File: src/rld_pkg.sv
// Purpose : Shared constants and carriers of the regulator and LED dim control block
// Assumes : One 20 MHz clock, byte wide register port
// Notes   : Times are held in their own unit; cycle counts derive from the clock rate

`default_nettype none

package rld_pkg;

  //////////////////////////////////////////////////////////////////////////////
  // Clock and timing
  localparam int CLK_HZ        = 20_000_000;           // Core clock rate
  localparam int CLK_KHZ       = CLK_HZ / 1000;        // Cycles per millisecond
  localparam int SHORT_MS      = 15;                   // Under-voltage time before shutdown
  localparam int COOL_MS       = 120;                  // Cool-down before restart
  localparam int SOFT_MS       = 2;                    // Soft-start ramp length
  localparam int SHORT_CYC     = SHORT_MS * CLK_KHZ;   // Longest time, exact here
  localparam int COOL_CYC      = COOL_MS * CLK_KHZ;    // Least time, exact here
  localparam int SOFT_CYC      = SOFT_MS * CLK_KHZ;    // Ramp length in cycles
  localparam int CNT_W         = 22;                   // Timer width, holds COOL_CYC

  //////////////////////////////////////////////////////////////////////////////
  // Register offsets
  localparam logic [7:0] OFS_MAIN_CONTROL  = 8'h04;    // main_control
  localparam logic [7:0] OFS_AUX_TEST      = 8'h6e;    // aux_voltage_test_control
  localparam logic [7:0] OFS_INT_DIM       = 8'h10;    // internal_dim_level
  localparam logic [7:0] OFS_POS_STATUS    = 8'h20;    // positive_status
  localparam logic [7:0] OFS_POS_MASK      = 8'h21;    // positive_interrupt_mask

  // Field positions
  localparam int BIT_AUX_ENABLE  = 0;                  // main_control: aux regulator run
  localparam int BIT_LED_ENABLE  = 1;                  // main_control: LED driver run
  localparam int BIT_INT_DIM_SEL = 7;                  // internal_dim_level: DAC select
  localparam int BIT_AUX_FAULT   = 0;                  // status and mask: aux latch-off

  // Values after reset
  localparam logic [7:0] RST_MAIN_CONTROL = 8'h00;     // Both converters idle
  localparam logic [7:0] RST_AUX_TEST     = 8'h02;     // Select code 010b, 5 V
  localparam logic [7:0] RST_INT_DIM      = 8'h00;     // DAC at zero, not selected
  localparam logic [7:0] RST_POS_STATUS   = 8'h00;     // No events
  localparam logic [7:0] RST_POS_MASK     = 8'h00;     // All events unmasked

  //////////////////////////////////////////////////////////////////////////////
  // Converter sequencer states
  typedef enum logic [4:0] {
    RLD_OFF   = 5'h01,
    RLD_SOFT  = 5'h02,
    RLD_RUN   = 5'h04,
    RLD_COOL  = 5'h08,
    RLD_LATCH = 5'h10
  } rld_conv_state_t;

  // Dim control node source
  typedef enum logic [2:0] {
    RLD_DIM_ZERO   = 3'h1,
    RLD_DIM_ANALOG = 3'h2,
    RLD_DIM_DAC    = 3'h4
  } rld_dim_src_t;

  // Dim routing carrier
  typedef struct packed {
    rld_dim_src_t src;                                 // Selected source
    logic [6:0]   code;                                // DAC code, 128 steps
  } rld_dim_t;

endpackage

`default_nettype wire

File: src/rld_conv_seq.sv
// Purpose : Start-up and protection sequencer of one DC-DC converter
// Assumes : Fault inputs are synchronous, enable held by software
// Notes   : Used for both the main and the auxiliary regulator

`timescale 1ns/10ps
`default_nettype none

module rld_conv_seq #(
  parameter int SHORT_CYC = rld_pkg::SHORT_CYC,        // Under-voltage window
  parameter int COOL_CYC  = rld_pkg::COOL_CYC,         // Cool-down length
  parameter int SOFT_CYC  = rld_pkg::SOFT_CYC          // Soft-start length
) (
  // Clock and reset
  input  wire logic clk_in,
  input  wire logic arst_n_in,
  // Control and sense
  input  wire logic enable_in,                         // Software enable
  input  wire logic out_low_in,                        // Output well below target
  input  wire logic vds_high_in,                       // Excess drain-source voltage
  // Power stage
  output logic      run_out,                           // Switching allowed
  output logic      soft_start_out,                    // Ramp in progress
  output logic      latch_evt_out                      // One-cycle latch-off event
);

  localparam int W = rld_pkg::CNT_W;

  if (SHORT_CYC < 1 || COOL_CYC < 1 || SOFT_CYC < 1 || COOL_CYC >= (1 << W) ||
      SHORT_CYC >= (1 << W) || SOFT_CYC >= (1 << W)) begin : g_chk
    $error("rld_conv_seq: timer values out of range");
  end

  localparam logic [W-1:0] SHORT_M1 = W'(SHORT_CYC - 1);
  localparam logic [W-1:0] COOL_M1  = W'(COOL_CYC - 1);
  localparam logic [W-1:0] SOFT_M1  = W'(SOFT_CYC - 1);

  typedef struct packed {
    rld_pkg::rld_conv_state_t state;                   // Sequencer state
    logic [W-1:0]             cnt;                     // Shared timer
    logic                     run;
    logic                     ss;
    logic                     evt;
  } rld_conv_st_t;

  rld_conv_st_t st;                                    // Current state
  rld_conv_st_t next_st;                               // Next state

  //////////////////////////////////////////////////////////////////////////////
  // Next state; a switch overload wins over the soft-start and under-voltage timers
  always_comb begin
    next_st     = st;
    next_st.evt = 1'b0;
    case (st.state)
      rld_pkg::RLD_OFF: begin
        next_st.cnt = '0;
        if (enable_in) begin
          next_st.state = rld_pkg::RLD_SOFT;
        end
      end
      rld_pkg::RLD_SOFT: begin
        // Output is still low while ramping, so it is not counted here
        if (!enable_in) begin
          next_st.state = rld_pkg::RLD_OFF;
        end else if (vds_high_in) begin
          next_st.state = rld_pkg::RLD_LATCH;
          next_st.evt   = 1'b1;
        end else if (st.cnt == SOFT_M1) begin
          next_st.state = rld_pkg::RLD_RUN;
          next_st.cnt   = '0;
        end else begin
          next_st.cnt = st.cnt + 1'b1;
        end
      end
      rld_pkg::RLD_RUN: begin
        if (!enable_in) begin
          next_st.state = rld_pkg::RLD_OFF;
        end else if (vds_high_in) begin
          next_st.state = rld_pkg::RLD_LATCH;
          next_st.evt   = 1'b1;
        end else if (!out_low_in) begin
          next_st.cnt = '0;
        end else if (st.cnt == SHORT_M1) begin
          next_st.state = rld_pkg::RLD_COOL;
          next_st.cnt   = '0;
        end else begin
          next_st.cnt = st.cnt + 1'b1;
        end
      end
      rld_pkg::RLD_COOL: begin
        if (!enable_in) begin
          next_st.state = rld_pkg::RLD_OFF;
        end else if (st.cnt == COOL_M1) begin
          next_st.state = rld_pkg::RLD_SOFT;
          next_st.cnt   = '0;
        end else begin
          next_st.cnt = st.cnt + 1'b1;
        end
      end
      rld_pkg::RLD_LATCH: begin
        // Only a software re-enable (clear then set) leaves the latch
        if (!enable_in) begin
          next_st.state = rld_pkg::RLD_OFF;
        end
      end
      default: begin
        next_st.state = rld_pkg::RLD_OFF;
        next_st.cnt   = '0;
      end
    endcase
    next_st.run = (next_st.state == rld_pkg::RLD_SOFT) || (next_st.state == rld_pkg::RLD_RUN);
    next_st.ss  = (next_st.state == rld_pkg::RLD_SOFT);
  end

  // State register
  always_ff @(posedge clk_in or negedge arst_n_in) begin
    if (!arst_n_in) begin
      st <= '{state: rld_pkg::RLD_OFF, cnt: '0, run: 1'b0, ss: 1'b0, evt: 1'b0};
    end else begin
      st <= next_st;
    end
  end

  assign run_out        = st.run;
  assign soft_start_out = st.ss;
  assign latch_evt_out  = st.evt;

  //////////////////////////////////////////////////////////////////////////////
  // Checks
  a_soft_first: assert property (@(posedge clk_in) disable iff (!arst_n_in)
    (st.state == rld_pkg::RLD_OFF && enable_in) |=> (soft_start_out && run_out))
    else $error("start-up did not begin with soft-start");
  a_short_off: assert property (@(posedge clk_in) disable iff (!arst_n_in)
    (st.state == rld_pkg::RLD_RUN && enable_in && !vds_high_in && out_low_in &&
     st.cnt == SHORT_M1) |=> (!run_out ##1 !run_out))
    else $error("converter not shut down after under-voltage window");
  a_cool_restart: assert property (@(posedge clk_in) disable iff (!arst_n_in)
    (st.state == rld_pkg::RLD_COOL && enable_in && st.cnt == COOL_M1) |=> soft_start_out)
    else $error("converter did not restart after cool-down");
  a_latch_hold: assert property (@(posedge clk_in) disable iff (!arst_n_in)
    (st.state == rld_pkg::RLD_LATCH && enable_in) |=>
      (!run_out && st.state == rld_pkg::RLD_LATCH))
    else $error("latched converter switched again");

endmodule // rld_conv_seq

`default_nettype wire

File: src/rld_dim_route.sv
// Purpose : Selects the source of the LED dim control node
// Assumes : PWM pin synchronous to the clock
// Notes   : Internal DAC selection overrides the PWM and analog paths

`timescale 1ns/10ps
`default_nettype none

module rld_dim_route (
  // Clock and reset
  input  wire logic              clk_in,
  input  wire logic              arst_n_in,
  // Sources
  input  wire logic              pwm_in,               // PWM dimming pin
  input  wire logic              int_sel_in,           // internal_dim_select
  input  wire logic [6:0]        level_in,             // internal DAC code
  // Dim control node routing
  output rld_pkg::rld_dim_t      dim_out
);

  rld_pkg::rld_dim_t st;                               // Registered routing
  rld_pkg::rld_dim_t next_st;                          // Next routing

  //////////////////////////////////////////////////////////////////////////////
  // Source priority: DAC, then PWM gate over the analog input
  always_comb begin
    next_st.code = level_in;
    if (int_sel_in) begin
      next_st.src = rld_pkg::RLD_DIM_DAC;
    end else if (pwm_in) begin
      next_st.src = rld_pkg::RLD_DIM_ANALOG;
    end else begin
      next_st.src = rld_pkg::RLD_DIM_ZERO;
    end
  end

  // Routing register; reset parks the node at zero current
  always_ff @(posedge clk_in or negedge arst_n_in) begin
    if (!arst_n_in) begin
      st <= '{src: rld_pkg::RLD_DIM_ZERO, code: 7'h00};
    end else begin
      st <= next_st;
    end
  end

  assign dim_out = st;

  //////////////////////////////////////////////////////////////////////////////
  // Checks
  a_dac_wins: assert property (@(posedge clk_in) disable iff (!arst_n_in)
    int_sel_in |=> (dim_out.src == rld_pkg::RLD_DIM_DAC && dim_out.code == $past(level_in)))
    else $error("internal DAC did not own the dim node");
  a_pwm_zero: assert property (@(posedge clk_in) disable iff (!arst_n_in)
    (!int_sel_in && !pwm_in) |=> dim_out.src == rld_pkg::RLD_DIM_ZERO)
    else $error("PWM low did not force zero current");
  a_pwm_analog: assert property (@(posedge clk_in) disable iff (!arst_n_in)
    (!int_sel_in && pwm_in) |=> dim_out.src == rld_pkg::RLD_DIM_ANALOG)
    else $error("PWM high did not pass the analog input");

endmodule // rld_dim_route

`default_nettype wire

File: src/rld_top.sv
// Purpose : Register file, regulator sequencing, fault status and dim routing
// Assumes : Byte register port driven by the serial interface, one clock
// Notes   : Long timers are parameters so that simulation can shorten them

`timescale 1ns/10ps
`default_nettype none

module rld_top #(
  parameter int SHORT_CYC = rld_pkg::SHORT_CYC,        // 15 ms window in cycles
  parameter int COOL_CYC  = rld_pkg::COOL_CYC,         // 120 ms cool-down in cycles
  parameter int SOFT_CYC  = rld_pkg::SOFT_CYC          // Soft-start length in cycles
) (
  // Clock and reset
  input  wire logic              clk_in,
  input  wire logic              arst_n_in,
  // Register port
  input  wire logic [7:0]        reg_addr_in,          // Register offset
  input  wire logic [7:0]        reg_wdata_in,         // Write data
  input  wire logic              reg_wr_in,            // Write strobe, one cycle
  input  wire logic              reg_rd_in,            // Read strobe, one cycle
  output logic      [7:0]        reg_rdata_out,        // Read data, one cycle later
  // Converter sense
  input  wire logic              main_low_in,          // main_regulator output low
  input  wire logic              main_vds_high_in,     // main_regulator switch overload
  input  wire logic              aux_low_in,           // aux_regulator output low
  input  wire logic              aux_vds_high_in,      // aux_regulator switch overload
  // Converter control
  output logic                   main_run_out,         // main_regulator switching
  output logic                   main_soft_start_out,  // main_regulator ramping
  output logic                   aux_run_out,          // aux_regulator switching
  output logic                   aux_soft_start_out,   // aux_regulator ramping
  output logic      [2:0]        aux_voltage_select_out, // aux target code
  // LED driver
  input  wire logic              pwm_in,               // PWM dimming pin
  output logic                   led_driver_enable_out, // Buck controller running
  output rld_pkg::rld_dim_t      dim_control_node_out, // Dim source and DAC code
  // Interrupt
  output logic                   interrupt_out_n       // Active low
);

  //////////////////////////////////////////////////////////////////////////////
  // Register state
  typedef struct packed {
    logic [7:0] main_control;                          // Enables
    logic [7:0] aux_test;                              // Voltage select in [2:0]
    logic [7:0] int_dim;                               // Select in [7], code in [6:0]
    logic [7:0] pos_status;                            // Sticky events
    logic [7:0] pos_mask;                              // 1 masks the event
    logic [7:0] rdata;                                 // Read data holder
    logic       irq_n;                                 // Interrupt pin flop
  } rld_reg_st_t;

  rld_reg_st_t st;                                     // Current registers
  rld_reg_st_t next_st;                                // Next registers

  logic aux_fault_evt;                                 // aux_regulator latch-off pulse
  logic wr_ctrl;                                       // Write decodes
  logic wr_test;
  logic wr_dim;
  logic wr_stat;
  logic wr_mask;

  // Address decode; unmapped writes are dropped silently
  assign wr_ctrl = reg_wr_in && (reg_addr_in == rld_pkg::OFS_MAIN_CONTROL);
  assign wr_test = reg_wr_in && (reg_addr_in == rld_pkg::OFS_AUX_TEST);
  assign wr_dim  = reg_wr_in && (reg_addr_in == rld_pkg::OFS_INT_DIM);
  assign wr_stat = reg_wr_in && (reg_addr_in == rld_pkg::OFS_POS_STATUS);
  assign wr_mask = reg_wr_in && (reg_addr_in == rld_pkg::OFS_POS_MASK);

  //////////////////////////////////////////////////////////////////////////////
  // Register next values
  always_comb begin
    next_st = st;
    if (wr_ctrl) begin
      next_st.main_control = reg_wdata_in;
    end
    // A write while the aux regulator runs still lands; the host must avoid it
    if (wr_test) begin
      next_st.aux_test = reg_wdata_in;
    end
    if (wr_dim) begin
      next_st.int_dim = reg_wdata_in;
    end
    if (wr_mask) begin
      next_st.pos_mask = reg_wdata_in;
    end
    // Write one to clear; a new event in the same cycle wins over the clear
    if (wr_stat) begin
      next_st.pos_status = st.pos_status & ~reg_wdata_in;
    end
    next_st.pos_status[7:1] = 7'h00;
    if (aux_fault_evt) begin
      next_st.pos_status[rld_pkg::BIT_AUX_FAULT] = 1'b1;
    end
    // Pin follows stored status, so it stays low until every unmasked bit clears
    next_st.irq_n = ~|(st.pos_status & ~st.pos_mask);
    // Read mux; unmapped offsets read zero
    if (reg_rd_in) begin
      case (reg_addr_in)
        rld_pkg::OFS_MAIN_CONTROL: next_st.rdata = st.main_control;
        rld_pkg::OFS_AUX_TEST:     next_st.rdata = st.aux_test;
        rld_pkg::OFS_INT_DIM:      next_st.rdata = st.int_dim;
        rld_pkg::OFS_POS_STATUS:   next_st.rdata = st.pos_status;
        rld_pkg::OFS_POS_MASK:     next_st.rdata = st.pos_mask;
        default:                   next_st.rdata = 8'h00;
      endcase
    end
  end

  // Register flops
  always_ff @(posedge clk_in or negedge arst_n_in) begin
    if (!arst_n_in) begin
      st.main_control <= rld_pkg::RST_MAIN_CONTROL;
      st.aux_test     <= rld_pkg::RST_AUX_TEST;
      st.int_dim      <= rld_pkg::RST_INT_DIM;
      st.pos_status   <= rld_pkg::RST_POS_STATUS;
      st.pos_mask     <= rld_pkg::RST_POS_MASK;
      st.rdata        <= 8'h00;
      st.irq_n        <= 1'b1;
    end else begin
      st <= next_st;
    end
  end

  //////////////////////////////////////////////////////////////////////////////
  // Main regulator runs from reset on; it has no enable bit
  rld_conv_seq #(
    .SHORT_CYC (SHORT_CYC),
    .COOL_CYC  (COOL_CYC),
    .SOFT_CYC  (SOFT_CYC)
  ) u_main_seq (
    .clk_in         (clk_in),
    .arst_n_in      (arst_n_in),
    .enable_in      (1'b1),
    .out_low_in     (main_low_in),
    .vds_high_in    (main_vds_high_in),
    .run_out        (main_run_out),
    .soft_start_out (main_soft_start_out),
    .latch_evt_out  ()
  );

  // Auxiliary regulator under software control
  rld_conv_seq #(
    .SHORT_CYC (SHORT_CYC),
    .COOL_CYC  (COOL_CYC),
    .SOFT_CYC  (SOFT_CYC)
  ) u_aux_seq (
    .clk_in         (clk_in),
    .arst_n_in      (arst_n_in),
    .enable_in      (st.main_control[rld_pkg::BIT_AUX_ENABLE]),
    .out_low_in     (aux_low_in),
    .vds_high_in    (aux_vds_high_in),
    .run_out        (aux_run_out),
    .soft_start_out (aux_soft_start_out),
    .latch_evt_out  (aux_fault_evt)
  );

  //////////////////////////////////////////////////////////////////////////////
  // Dim routing; the host hands over to the DAC before a reflash
  rld_dim_route u_dim (
    .clk_in     (clk_in),
    .arst_n_in  (arst_n_in),
    .pwm_in     (pwm_in),
    .int_sel_in (st.int_dim[rld_pkg::BIT_INT_DIM_SEL]),
    .level_in   (st.int_dim[6:0]),
    .dim_out    (dim_control_node_out)
  );

  //////////////////////////////////////////////////////////////////////////////
  // Outputs straight from flops
  assign reg_rdata_out          = st.rdata;
  assign aux_voltage_select_out = st.aux_test[2:0];
  assign led_driver_enable_out  = st.main_control[rld_pkg::BIT_LED_ENABLE];
  assign interrupt_out_n        = st.irq_n;

  //////////////////////////////////////////////////////////////////////////////
  // Checks
  a_sel_write: assert property (@(posedge clk_in) disable iff (!arst_n_in)
    wr_test |=> (aux_voltage_select_out == $past(reg_wdata_in[2:0])))
    else $error("aux voltage select did not take the written code");
  a_fault_sets: assert property (@(posedge clk_in) disable iff (!arst_n_in)
    aux_fault_evt |=> st.pos_status[rld_pkg::BIT_AUX_FAULT] ##1 !interrupt_out_n || st.pos_mask[0])
    else $error("aux fault event lost or interrupt missing");
  a_irq_follow: assert property (@(posedge clk_in) disable iff (!arst_n_in)
    (st.pos_status[0] && !st.pos_mask[0]) |=> !interrupt_out_n)
    else $error("unmasked status did not raise the interrupt");
  a_irq_quiet: assert property (@(posedge clk_in) disable iff (!arst_n_in)
    (st.pos_status == 8'h00 || st.pos_mask[0]) |=> interrupt_out_n)
    else $error("interrupt asserted with nothing unmasked");
  a_led_enable: assert property (@(posedge clk_in) disable iff (!arst_n_in)
    wr_ctrl |=> (led_driver_enable_out == $past(reg_wdata_in[1])))
    else $error("LED enable did not follow the control write");

  c_aux_latch:  cover property (@(posedge clk_in) disable iff (!arst_n_in) aux_fault_evt);
  c_irq_clear:  cover property (@(posedge clk_in) disable iff (!arst_n_in)
    !interrupt_out_n ##1 wr_stat ##2 interrupt_out_n);
  c_dac_owner:  cover property (@(posedge clk_in) disable iff (!arst_n_in)
    dim_control_node_out.src == rld_pkg::RLD_DIM_DAC);
  c_aux_run:    cover property (@(posedge clk_in) disable iff (!arst_n_in)
    aux_soft_start_out ##1 (aux_run_out && !aux_soft_start_out));

endmodule // rld_top

`default_nettype wire

File: config.mk
export PLATFORM = sky130hd
export DESIGN_NAME = rld_top
export DESIGN_NICKNAME = d
export VERILOG_FILES = /design/src/rld_pkg.sv /design/src/rld_conv_seq.sv /design/src/rld_dim_route.sv /design/src/rld_top.sv
export SDC_FILE = /design/constraint.sdc
export NUM_CORES = 1
export LEC_CHECK = 0
export ABC_CLOCK_PERIOD_IN_PS = 1800
export BUFFER_PORTS_ARGS = -buffer_cell sky130_fd_sc_hd__clkbuf_2
export CAP_MARGIN = 20
export CORE_MARGIN = 2
export CORE_UTILIZATION = 30
export CTS_CLUSTER_DIAMETER = 30
export DETAILED_ROUTE_END_ITERATION = 10
export PLACE_DENSITY = 0.45
export SLEW_MARGIN = 20
export SYNTH_ARGS = -nofsm -noshare
export SYNTH_HDL_FRONTEND = slang
export SYNTH_SLANG_ARGS = --single-unit
File: constraint.sdc
create_clock -name clk_in -period 1.8 [get_ports clk_in]
set_input_delay 0.09 -clock clk_in [delete_from_list [all_inputs] [get_ports clk_in]]
set_output_delay 0.09 -clock clk_in [all_outputs]
set_load 0.03 [all_outputs]
==> flow_metrics.tcl, run 1 <==
set metrics [dict create \
    status "finished with violations" \
    violations "negative setup slack" \
    hold_viol_final 0 \
    synth_cell_types 68 \
    cts_buffers 9 \
    vdd_drop_max_mv 0.445 \
    ctsLongestPathBuffers 2 \
    fmax_mhz 467 \
    relSlewSlack_pct 68.6 \
    critPathBufInv 1 \
    setup_tns_ns -12.06 \
    syn_area_sq_um 5650 \
    synth_top_area_share_pct 46.9 \
    critPathArrivalTime_ns 2.39 \
    worstMarginPinSlew_ns 0.469 \
    timing.critical_path.required_ns 2.05 \
    finalNetCount 741 \
    start_kind "flop" \
    synth_top_area_cell "dfrtp_1" \
    timing.rr.start "u_aux_seq.st[22]$_DFFE_PN0P_" \
    antenna_found_initial 0 \
    drive_gt1_share_pct 44.2 \
    num_rows 50 \
    wirelength_mm 14.8 \
    crit_slowest_cell "dfrtp_1" \
    antenna_left 0 \
    ys.warnings.count 0 \
    synth-adder-area-share_pct 0.443 \
    grt_pass1_wl_mm 24.5 \
    die_y_microns 141 \
    hp-class "input port to flop" \
    startpoint "u_aux_seq.st[22]$_DFFE_PN0P_" \
    htreeDepth 3 \
    die-area_sq_um 19900 \
    hp-start "reg_wdata_in[6]" \
    clock-root-buffer "clkbuf_16" \
    synthesis.nets 568 \
    gp_congestion 0.846 \
    grt_util_all_layers_pct 15.3 \
    place_inst 917 \
    ys_top_cells_by_area "dfrtp_1 47%, mux2_2 6.6%, nor2_1 3.4%" \
    synthMostInstantiatedCell "dfrtp_1" \
    vias 4816 \
    synthXorXnorAreaFrac_pct 3.26 \
    post-route-period-util_pct 119 \
    clock_latency_ns 0.36 \
    synth_compound_area_share_pct 13.7 \
    syn_to_final_growth_pct 39.8 \
    fin_cells 953 \
    drv_slew 0 \
    netlist_top_cells_count "106 x dfrtp_1, 51 x nor2_1, 33 x mux2_2, 33 x nand2_1, 31 x o21ai_0" \
    n_antenna_cell 0 \
    clock-skew-final_ns 0.00873 \
    critical-path-max-stage-delay_ns 0.41 \
    rsz0062_at_grt "true" \
    io_buffer_count 51 \
    end_kind "flop" \
    synth_cells 541 \
    cp_top_family "simple AND/OR/NAND/NOR gates" \
    core_area_sq_um 18600 \
    drtIter0Drc 222 \
    fin_ws_ns -0.340 \
    synth_seq_cells 111 \
    drt-pass1-iter-count 5 \
    synth_mux_area_share_pct 7.11 \
    wire_per_inst_microns 15.5 \
    worstPathMaxFanout 12 \
    start_util_pct 30.4 \
    cts_sinks 111 \
    synth_ff_type "dfrtp_1" \
    grt_start_max_net_pins 39 \
    synth_edf_count 0 \
    max-cap-violations 0 \
    ioPinCount 52 \
    synth_top_family_by_area "simple AND/OR/NAND/NOR gates" \
    drcViolationCount 0 \
    overflow 0 \
    grt_pass1_vias 4922 \
    syn_avg_cell_area_sq_um 10.4 \
    seq_area_frac_synth_pct 49.3 \
    leakage_uw 0.00364 \
    power_density_nw_per_um2 815 \
    worstSetupPathType "flop to flop" \
    viasPerCell 5.05 \
    dieWidth_microns 141 \
    clk_pin_slew_worst_paths_ns 0.08 \
    hpwlAfterDp_mm 10.5 \
    cp_cell_sequence "nor4_4 > nand4_1 > o211ai_1 > and3_4 > nor2_2 > buf_4 > a22o_1" \
    cts_tree "done" \
    yosys.area_share.simple_pct 21.3 \
    async_flop_share_pct 100 \
    setup_viol 47 \
    fin_crit_ns 2.14 \
]
-- through the flow --
| step | power, uW | instance area [sq um] | setup slack [ns] | util [%] | hold slack [ns] |
|---|---|---|---|---|---|
| floorplan | 3310 | 5730 | -0.154 | - | -0.206 |
| global placement | 3790 | 7040 | -0.341 | 37.9 | 0.0799 |
| detailed placement | 3800 | 7040 | -0.376 | 37.9 | 0.0844 |
| CTS | 6490 | 7700 | -0.321 | 41.5 | 0.00286 |
| global route | 6760 | 7900 | -0.473 | 42.5 | 0.000366 |
| finish | 6440 | 7900 | -0.340 | 42.5 | 0.00826 |
-- registers in the layout, indices dropped and copies added, names as in the netlist --
register,cells
st,29
u_aux_seq.soft_start_out,1
u_main_seq.st,27
reg_rdata_out,8
interrupt_out_n,1
u_dim.dim_out,10
u_aux_seq.st,27
aux_voltage_select_out,3
led_driver_enable_out,1
u_main_seq.run_out,1
u_aux_seq.latch_evt_out,1
u_aux_seq.run_out,1
u_main_seq.soft_start_out,1
-- layer usage --
metal	share of wire, %	global-route usage [%]	routed length (microns)	vias to the layer above
li1	-	-	-	2330
met5	0	0	0	-
met2	50	26.3	7400	77
met1	46	19.9	6800	2399
met4	0.73	2.89	107	0
met3	3.1	3.50	455	10
-- cells in the final DEF (no fill, tap or decap), types with 14 or more instances in the layout --
cell type / Yosys / layout
xnor2_1: 15 / 15
and3_1: 15 / 15
nor3_1: 18 / 14
nand3_1: 16 / 15
nor2_1: 51 / 30
nor2_2: 1 / 16
clkbuf_2: 0 / 50
mux2_2: 33 / 33
dfrtp_1: 106 / 106
nand2_1: 33 / 28
inv_1: 16 / 16
o21ai_0: 31 / 22
buf_4: 11 / 122
-- final timing paths --
path	cells after the start	slack, ns	end
max reg2reg	7	-0.34	u_aux_seq.st[12]$_DFFE_PN0P_
min reg2reg	0	0.41	u_dim.dim_out[1]$_DFF_PN0_
min	2	0.008	st[15]$_DFFE_PN0P_
max in group asynchronous	3	0.87	interrupt_out_n$_DFF_PN1_
min in group asynchronous	2	0.22	u_aux_seq.st[7]$_DFFE_PN0P_
max	7	-0.34	u_aux_seq.st[12]$_DFFE_PN0P_
-- final cells by class --
cell class,count,area [sq um]
Clock buffer,9,225
Inverter,16,60.1
Multi-Input combinational cell,380,2920
Sequential cell,111,2780
Timing Repair Buffer,196,1520
Fill cell,1790,10700
Clock inverter,7,96.3
Tap cell,234,293
-- timing repair --
item | CTS | global route
hold buffers | 7 | 0
buffers inserted | 11 | 10
gates resized for setup | 39 | 44
cloned | 3 | 0
pin swaps | 15 | 26
endpoints found under the hold margin | 37 | 0
setup endpoints to repair | 46 | 51
-- worst reg2reg max path, cell delays in order (launching register included) --
cell and delay, ns:
dfrtp_1 0.41, nor4_4 0.35, nand4_1 0.26, o211ai_1 0.25, and3_4 0.32, nor2_2 0.07
buf_4 0.16, a22o_1 0.21
-- power by group --
| part | total (uW) | internal [uW] | switching, uW |
|---|---|---|---|
| registers | 2680 | 2620 | 61.7 |
| clock network | 2120 | 1020 | 1100 |
| logic | 1640 | 805 | 834 |
-- logic make-up (layout without fill, tap and decap cells) --
logic type | count (synthesis) | after routing
AOI/OAI and AO/OA | 108 | 108
xor gates and xnor gates | 21 | 21
adders and majority gates | 2 | 2
buffers and inverters | 50 | 228
DFF | 111 | 111
muxes | 36 | 36
and+or+nand+nor | 213 | 213
Note: power is estimated with default switching activity, not from simulation.
==> run 2: changes to the inputs <==
--- a/config.mk
+++ b/config.mk
@@ -13,6 +13,7 @@
 export CTS_CLUSTER_DIAMETER = 30
 export DETAILED_ROUTE_END_ITERATION = 10
 export PLACE_DENSITY = 0.45
+export REMOVE_ABC_BUFFERS = 1
 export SLEW_MARGIN = 20
 export SYNTH_ARGS = -nofsm -noshare
 export SYNTH_HDL_FRONTEND = slang
==> run 2 against run 1 <==
Net effect:
- the run still ends with negative setup slack left
- combinational power down 19%
- sequential power about the same
- sequential share of layout area up 0.19 points
- register-to-register slack better by 0.02 ns
- setup slack better by 0.021 ns
- via count down 1.4%
- flip-flop and latch count unchanged
- die area unchanged
- final area down 0.54%
- critical path type unchanged
==> flow_metrics.tcl, run 2 (same netlist as run 1, synthesis figures left out) <==
set metrics [dict create \
    power_frac_seq_pct 42.9 \
    largest_register "st" \
    worst-r2r-setup-slack_ns -0.32 \
    antenna_found_initial 0 \
    vdd_drop_max_mv 0.540 \
    cts_sinks 111 \
    leakage_uw 0.00363 \
    status "finished with violations" \
    dr_wl_met3_microns 430 \
    rsz0062_at_grt "true" \
    grt_pass1_wl_mm 24.5 \
    die-area_sq_um 19900 \
    power_density_nw_per_um2 798 \
    gp_congestion 0.797 \
    start_kind "flop" \
    wl_met2_mm 7.49 \
    reg_top3 "st x29, u_aux_seq.st x27, u_main_seq.st x27" \
    grt_pass1_vias 4922 \
    fmax_mhz 472 \
    antenna_left 0 \
    num_rows 50 \
    clock_latency_ns 0.36 \
    hp-class "input port to flop" \
    critPathArrivalTime_ns 2.36 \
    setup_viol 46 \
    hpwlAfterDp_mm 10.7 \
    syn_to_final_growth_pct 39.0 \
    ioPinCount 52 \
    wirelength_mm 15.0 \
    cp_cell_sequence "nor4_4 > nand4_1 > o211ai_1 > and3_4 > nor2_4 > buf_4 > a221o_1" \
    power_uw 6270 \
    post-route-period-util_pct 118 \
    fin_crit_ns 2.12 \
    timing.rr.end "u_aux_seq.st[8]$_DFFE_PN0P_" \
    hold_end "st[32]$_DFFE_PN0P_" \
    viasPerCell 5.04 \
    clock-skew-final_ns 0.00897 \
    p_sw_uw 1840 \
    grt_util_all_layers_pct 15.2 \
    design_area_sq_um 7860 \
    die_y_microns 141 \
    r2r_cells 7 \
    hp-start "reg_wdata_in[7]" \
    wire_per_inst_microns 15.9 \
    drt-pass1-iter-count 5 \
    worstMarginPinSlew_ns 0.497 \
    final_cell_mix "116 x buf_4, 106 x dfrtp_1, 50 x clkbuf_2, 33 x mux2_2, 32 x nor2_1" \
    clk_pin_slew_worst_paths_ns 0.08 \
    n_antenna_cell 0 \
    place_area_sq_um 6970 \
    fin_ws_ns -0.319 \
    fill_cells 1764 \
    finalNetCount 730 \
    max-cap-violations 0 \
    mostFrequentLayoutCell "buf_4" \
    top_layer "met4" \
    grt_start_max_net_pins 47 \
    post-route-util_pct 42.3 \
    violations "negative setup slack" \
    critical-path-max-stage-delay_ns 0.42 \
    dp_slack_ns -0.430 \
    drive_gt1_share_pct 44.8 \
    dieWidth_microns 141 \
    cts_tree "done" \
    p_sw_share_pct 29.4 \
    worstSetupPathType "flop to flop" \
    drtIter0Drc 273 \
    hold_viol_final 0 \
    htreeDepth 3 \
    drv_slew 0 \
    start_util_pct 30.4 \
    timing.rr.start "u_aux_seq.st[22]$_DFFE_PN0P_" \
    timing.critical_path.required_ns 2.05 \
    hold_depth 2 \
    cts_buffers 9 \
    crit_slowest_cell "dfrtp_1" \
    relSlewSlack_pct 66.8 \
    io_buffer_count 51 \
    ctsLongestPathBuffers 2 \
    largest_reg_flops 29 \
    vias 4749 \
    core_area_sq_um 18600 \
    internal_power_uw 4420 \
    clock_power_share_pct 35.9 \
    drt-met1-wl_mm 6.95 \
    clock-root-buffer "clkbuf_16" \
    drcViolationCount 0 \
    end_kind "flop" \
    worstPathMaxFanout 5 \
    comb_power_share_pct 21.2 \
    overflow 0 \
]
## run 2: changes by cell type in the layout (fill, tap and decap cells not counted), moves of 3 or more
cell | before | now
o21ai_0 | 22 | 11
nor2_2 | 16 | 9
buf_4 | 122 | 116
o21ai_1 | 5 | 11
nor2_4 | 7 | 12
o21ai_2 | 5 | 10
dlygate4sd3_1 | 7 | 3
buf_16 | 3 | 0
clkinv_8 | 3 | 0
nand2_2 | 7 | 4
## run 2: power groups by stage
stage	sequential, uW	clock, uW	combinational [uW]
3_3_place_gp	2730	0	994
2_1_floorplan	2830	0	372
4_1_cts	2690	2320	1260
5_1_grt	2700	2420	1440
6_report	2690	2250	1330
3_5_place_dp	2740	0	1000
## run 2: timing repair
action / in CTS / in global routing
buffers inserted: 5 / 3
hold buffers: 3 / 0
hold endpoints to repair: 32 / 0
gates cloned: 2 / 0
pin swaps: 39 / 19
endpoints found under the setup margin: 50 / 54
gates resized for setup: 92 / 30
## run 2: stage by stage
stage / cells / hold slack (ns) / setup TNS (ns)
6_report: 942 / 0.0145 / -11.08
5_1_grt: 942 / 0.0102 / -14.60
4_1_cts: 941 / 0.00428 / -10.03
3_5_place_dp: 916 / 0.0748 / -13.92
3_3_place_gp: 916 / 0.0610 / -11.69
2_1_floorplan: 507 / -0.206 / -14.32
## run 2: layer usage
layer  track usage (%)  up-vias
met5                 0        -
met2              26.3       62
met3              3.50       12
met1              19.8     2372
met4              2.68        0
li1                  -     2303
## run 2: layout make-up
type | count | area, sq um | area share, %
well taps | 234 | 293 | 3.73
clock buffers | 9 | 225 | 2.87
inverters | 16 | 60.1 | 0.765
repair buffers | 184 | 1380 | 17.6
flip-flops and latches | 111 | 2780 | 35.4
multi-input cells | 381 | 3010 | 38.3
clock inverters | 7 | 108 | 1.37
## run 2: worst max-delay path: cells and delay by family (launching register included)
kind | cells | cell delay [ns]
and+or+nand+nor | 4 | 0.92
buffers and inverters | 1 | 0.13
DFF | 1 | 0.42
AOI/OAI and AO/OA | 2 | 0.53
## run 2: worst max-delay path by stage
stage / depth (start not counted) / to / startpoint / slack [ns]
floorplan: 6 / u_main_seq.st[5]$_DFFE_PN0P_ / u_main_seq.st[19]$_DFFE_PN0P_ / -0.54
global placement: 8 / u_aux_seq.st[5]$_DFFE_PN0P_ / u_aux_seq.st[13]$_DFFE_PN0P_ / -0.33
detailed placement: 7 / u_aux_seq.st[15]$_DFFE_PN0P_ / u_aux_seq.st[22]$_DFFE_PN0P_ / -0.43
CTS: 7 / u_aux_seq.st[21]$_DFFE_PN0P_ / u_aux_seq.st[17]$_DFFE_PN0P_ / -0.31
global route: 7 / u_aux_seq.st[8]$_DFFE_PN0P_ / u_aux_seq.st[22]$_DFFE_PN0P_ / -0.40
finish: 7 / u_aux_seq.st[8]$_DFFE_PN0P_ / u_aux_seq.st[22]$_DFFE_PN0P_ / -0.32
==> run 3: changes to the inputs <==
--- a/config.mk
+++ b/config.mk
@@ -13,6 +13,7 @@
 export CTS_CLUSTER_DIAMETER = 30
 export DETAILED_ROUTE_END_ITERATION = 10
 export PLACE_DENSITY = 0.45
+export RECOVER_POWER = 50
 export REMOVE_ABC_BUFFERS = 1
 export SLEW_MARGIN = 20
 export SYNTH_ARGS = -nofsm -noshare
==> constraint.sdc (replaced) <==
create_clock -name clk_in -period 1.8 [get_ports clk_in]
set_input_delay 0.18 -clock clk_in [delete_from_list [all_inputs] [get_ports clk_in]]
set_output_delay 0.18 -clock clk_in [all_outputs]
set_load 0.03 [all_outputs]
==> run 3 against run 2 <==
Net effect:
- critical endpoint is now u_aux_seq.st[13]$_DFFE_PN0P_
- global-route usage shrank 0.16 points
- largest power group unchanged
- flip-flop and latch count is the same
- via count grew 1.3%
- the run still ends with negative setup slack left
==> flow_metrics.tcl, run 3 (same netlist as run 1, synthesis figures left out) <==
set metrics [dict create \
    status "finished with violations" \
    violations "negative setup slack" \
    multi_input_area_sq_um 2940 \
    overflow 0 \
    drtIter0Drc 226 \
    critPathArrivalTime_ns 2.35 \
    vdd_drop_max_mv 0.451 \
    clock-skew-final_ns 0.00960 \
    worstMarginPinSlew_ns 1.07 \
    wire_per_inst_microns 15.6 \
    grt_pass1_wl_mm 24.2 \
    n_antenna_cell 0 \
    timing.critical_path.required_ns 2.04 \
    drv_slew 0 \
    num_rows 50 \
    grt_util_all_layers_pct 15.1 \
    leakage_uw 0.00355 \
    viasPerCell 5.08 \
    cts_buffers 9 \
    reg_top3 "st x29, u_aux_seq.st x27, u_main_seq.st x27" \
    worstSetupPathType "flop to flop" \
    hpwlAfterDp_mm 10.2 \
    grt_start_max_net_pins 112 \
    max-cap-violations 0 \
    clk_pin_slew_worst_paths_ns 0.08 \
    place_inst 915 \
    place_area_sq_um 6930 \
    die-area_sq_um 19900 \
    fill_cells 1789 \
    final_cell_mix "122 x buf_4, 106 x dfrtp_1, 50 x clkbuf_2, 33 x nor2_1, 33 x mux2_2" \
    drcViolationCount 0 \
    gp_congestion 0.797 \
    drive_gt1_share_pct 44.6 \
    antenna_left 0 \
    fin_cells 947 \
    end_kind "flop" \
    die_y_microns 141 \
    setup_viol 46 \
    worstPathMaxFanout 5 \
    grt_pass1_vias 4893 \
    syn_to_final_growth_pct 37.3 \
    rsz0062_at_grt "true" \
    power_density_nw_per_um2 767 \
    post-route-period-util_pct 117 \
    clock-root-buffer "clkbuf_16" \
    largest_reg_flops 29 \
    start_kind "flop" \
    largest_register "st" \
    drt-pass1-iter-count 6 \
    fin_crit_ns 2.11 \
    design_area_sq_um 7760 \
    io_buffer_count 51 \
    wirelength_mm 14.8 \
    core_area_sq_um 18600 \
    vias 4810 \
    hp-class "input port to flop" \
    relSlewSlack_pct 28.8 \
    antenna_found_initial 0 \
    fmax_mhz 475 \
    fin_ws_ns -0.306 \
    finalNetCount 735 \
    htreeDepth 3 \
    ctsLongestPathBuffers 2 \
    cts_tree "done" \
    hold_viol_final 0 \
    clock_latency_ns 0.36 \
    area.sequential_sq_um 2780 \
    start_util_pct 30.4 \
    dieWidth_microns 141 \
    ioPinCount 52 \
    cts_sinks 111 \
    mostFrequentLayoutCell "buf_4" \
]
run 3: changes by cell type in the layout (fill, tap and decap cells not counted), moves of 3 or more:
| cell | change |
|---|---|
| nor2_4 | -4 |
| buf_4 | +6 |
| o21ai_1 | -4 |
| nor2_2 | +3 |
| buf_12 | -4 |
| o21ai_0 | +8 |
| o21ai_2 | -4 |
| buf_6 | +3 |
run 3: timing repair:
action	4_1_cts	5_1_grt
pin swaps	37	15
setup endpoints to repair	48	53
hold endpoints to repair	107	0
buffers inserted	6	10
gates cloned	3	0
gates resized for setup	63	41
hold buffers	2	0
run 3: critical path, stage by stage, from the launching register on:
cell and delay [ns]:
dfrtp_1 0.41, nor4_4 0.33, nand4_1 0.25, o21ai_1 0.26, and3_4 0.32, buf_4 0.15, o21ai_0 0.09, a22o_1 0.18
run 3: per-layer routing:
layer | GRT usage [%] | part of all wire, % | vias up | routed length (microns)
li1 | - | - | 2314 | -
met1 | 19.0 | 46 | 2416 | 6730
met2 | 26.4 | 51 | 66 | 7530
met3 | 2.92 | 2.2 | 14 | 325
met4 | 4.16 | 1.2 | 0 | 174
met5 | 0 | 0 | - | 0
run 3: through the flow:
stage          setup WS, ns  hold slack, ns  util [%]  TNS, ns  power, uW
2_1_floorplan        -0.543          -0.116         -   -14.32       3200
3_3_place_gp         -0.344           0.314      37.3   -12.35       3720
3_5_place_dp         -0.440           0.316      37.3   -14.22       3740
4_1_cts              -0.233          0.0276      40.7    -8.51       5900
5_1_grt              -0.403          0.0511      41.8   -14.37       6250
6_report             -0.306          0.0430      41.8   -10.17       5950
run 3: cell type report:
class	instances	share of cell area [%]
inverter	16	0.774
multi-input combinational	381	37.9
clock inverter	7	0.822
timing repair buffer	189	17.9
tap	234	3.77
clock buffer	9	2.90
sequential	111	35.9
run 3: worst paths after layout:
path,cells after the start,start,slack [ns],to
min in group asynchronous,3,arst_n_in,0.57,u_main_seq.st[5]$_DFFE_PN0P_
setup / recovery,7,u_aux_seq.st[17]$_DFFE_PN0P_,-0.31,u_aux_seq.st[13]$_DFFE_PN0P_
max in group asynchronous,3,arst_n_in,0.44,u_aux_seq.st[29]$_DFF_PN0_
hold / removal,2,main_vds_high_in,0.04,u_main_seq.st[27]$_DFF_PN0_
setup reg to reg,7,u_aux_seq.st[17]$_DFFE_PN0P_,-0.31,u_aux_seq.st[13]$_DFFE_PN0P_
hold reg to reg,0,st[25]$_DFFE_PN0P_,0.42,u_dim.dim_out[0]$_DFF_PN0_
run 3: where the power goes:
group / switching, uW / internal (uW) / total [uW]
sequential: 71.9 / 2620 / 2690
clock: 993 / 970 / 1960
combinational: 741 / 553 / 1290
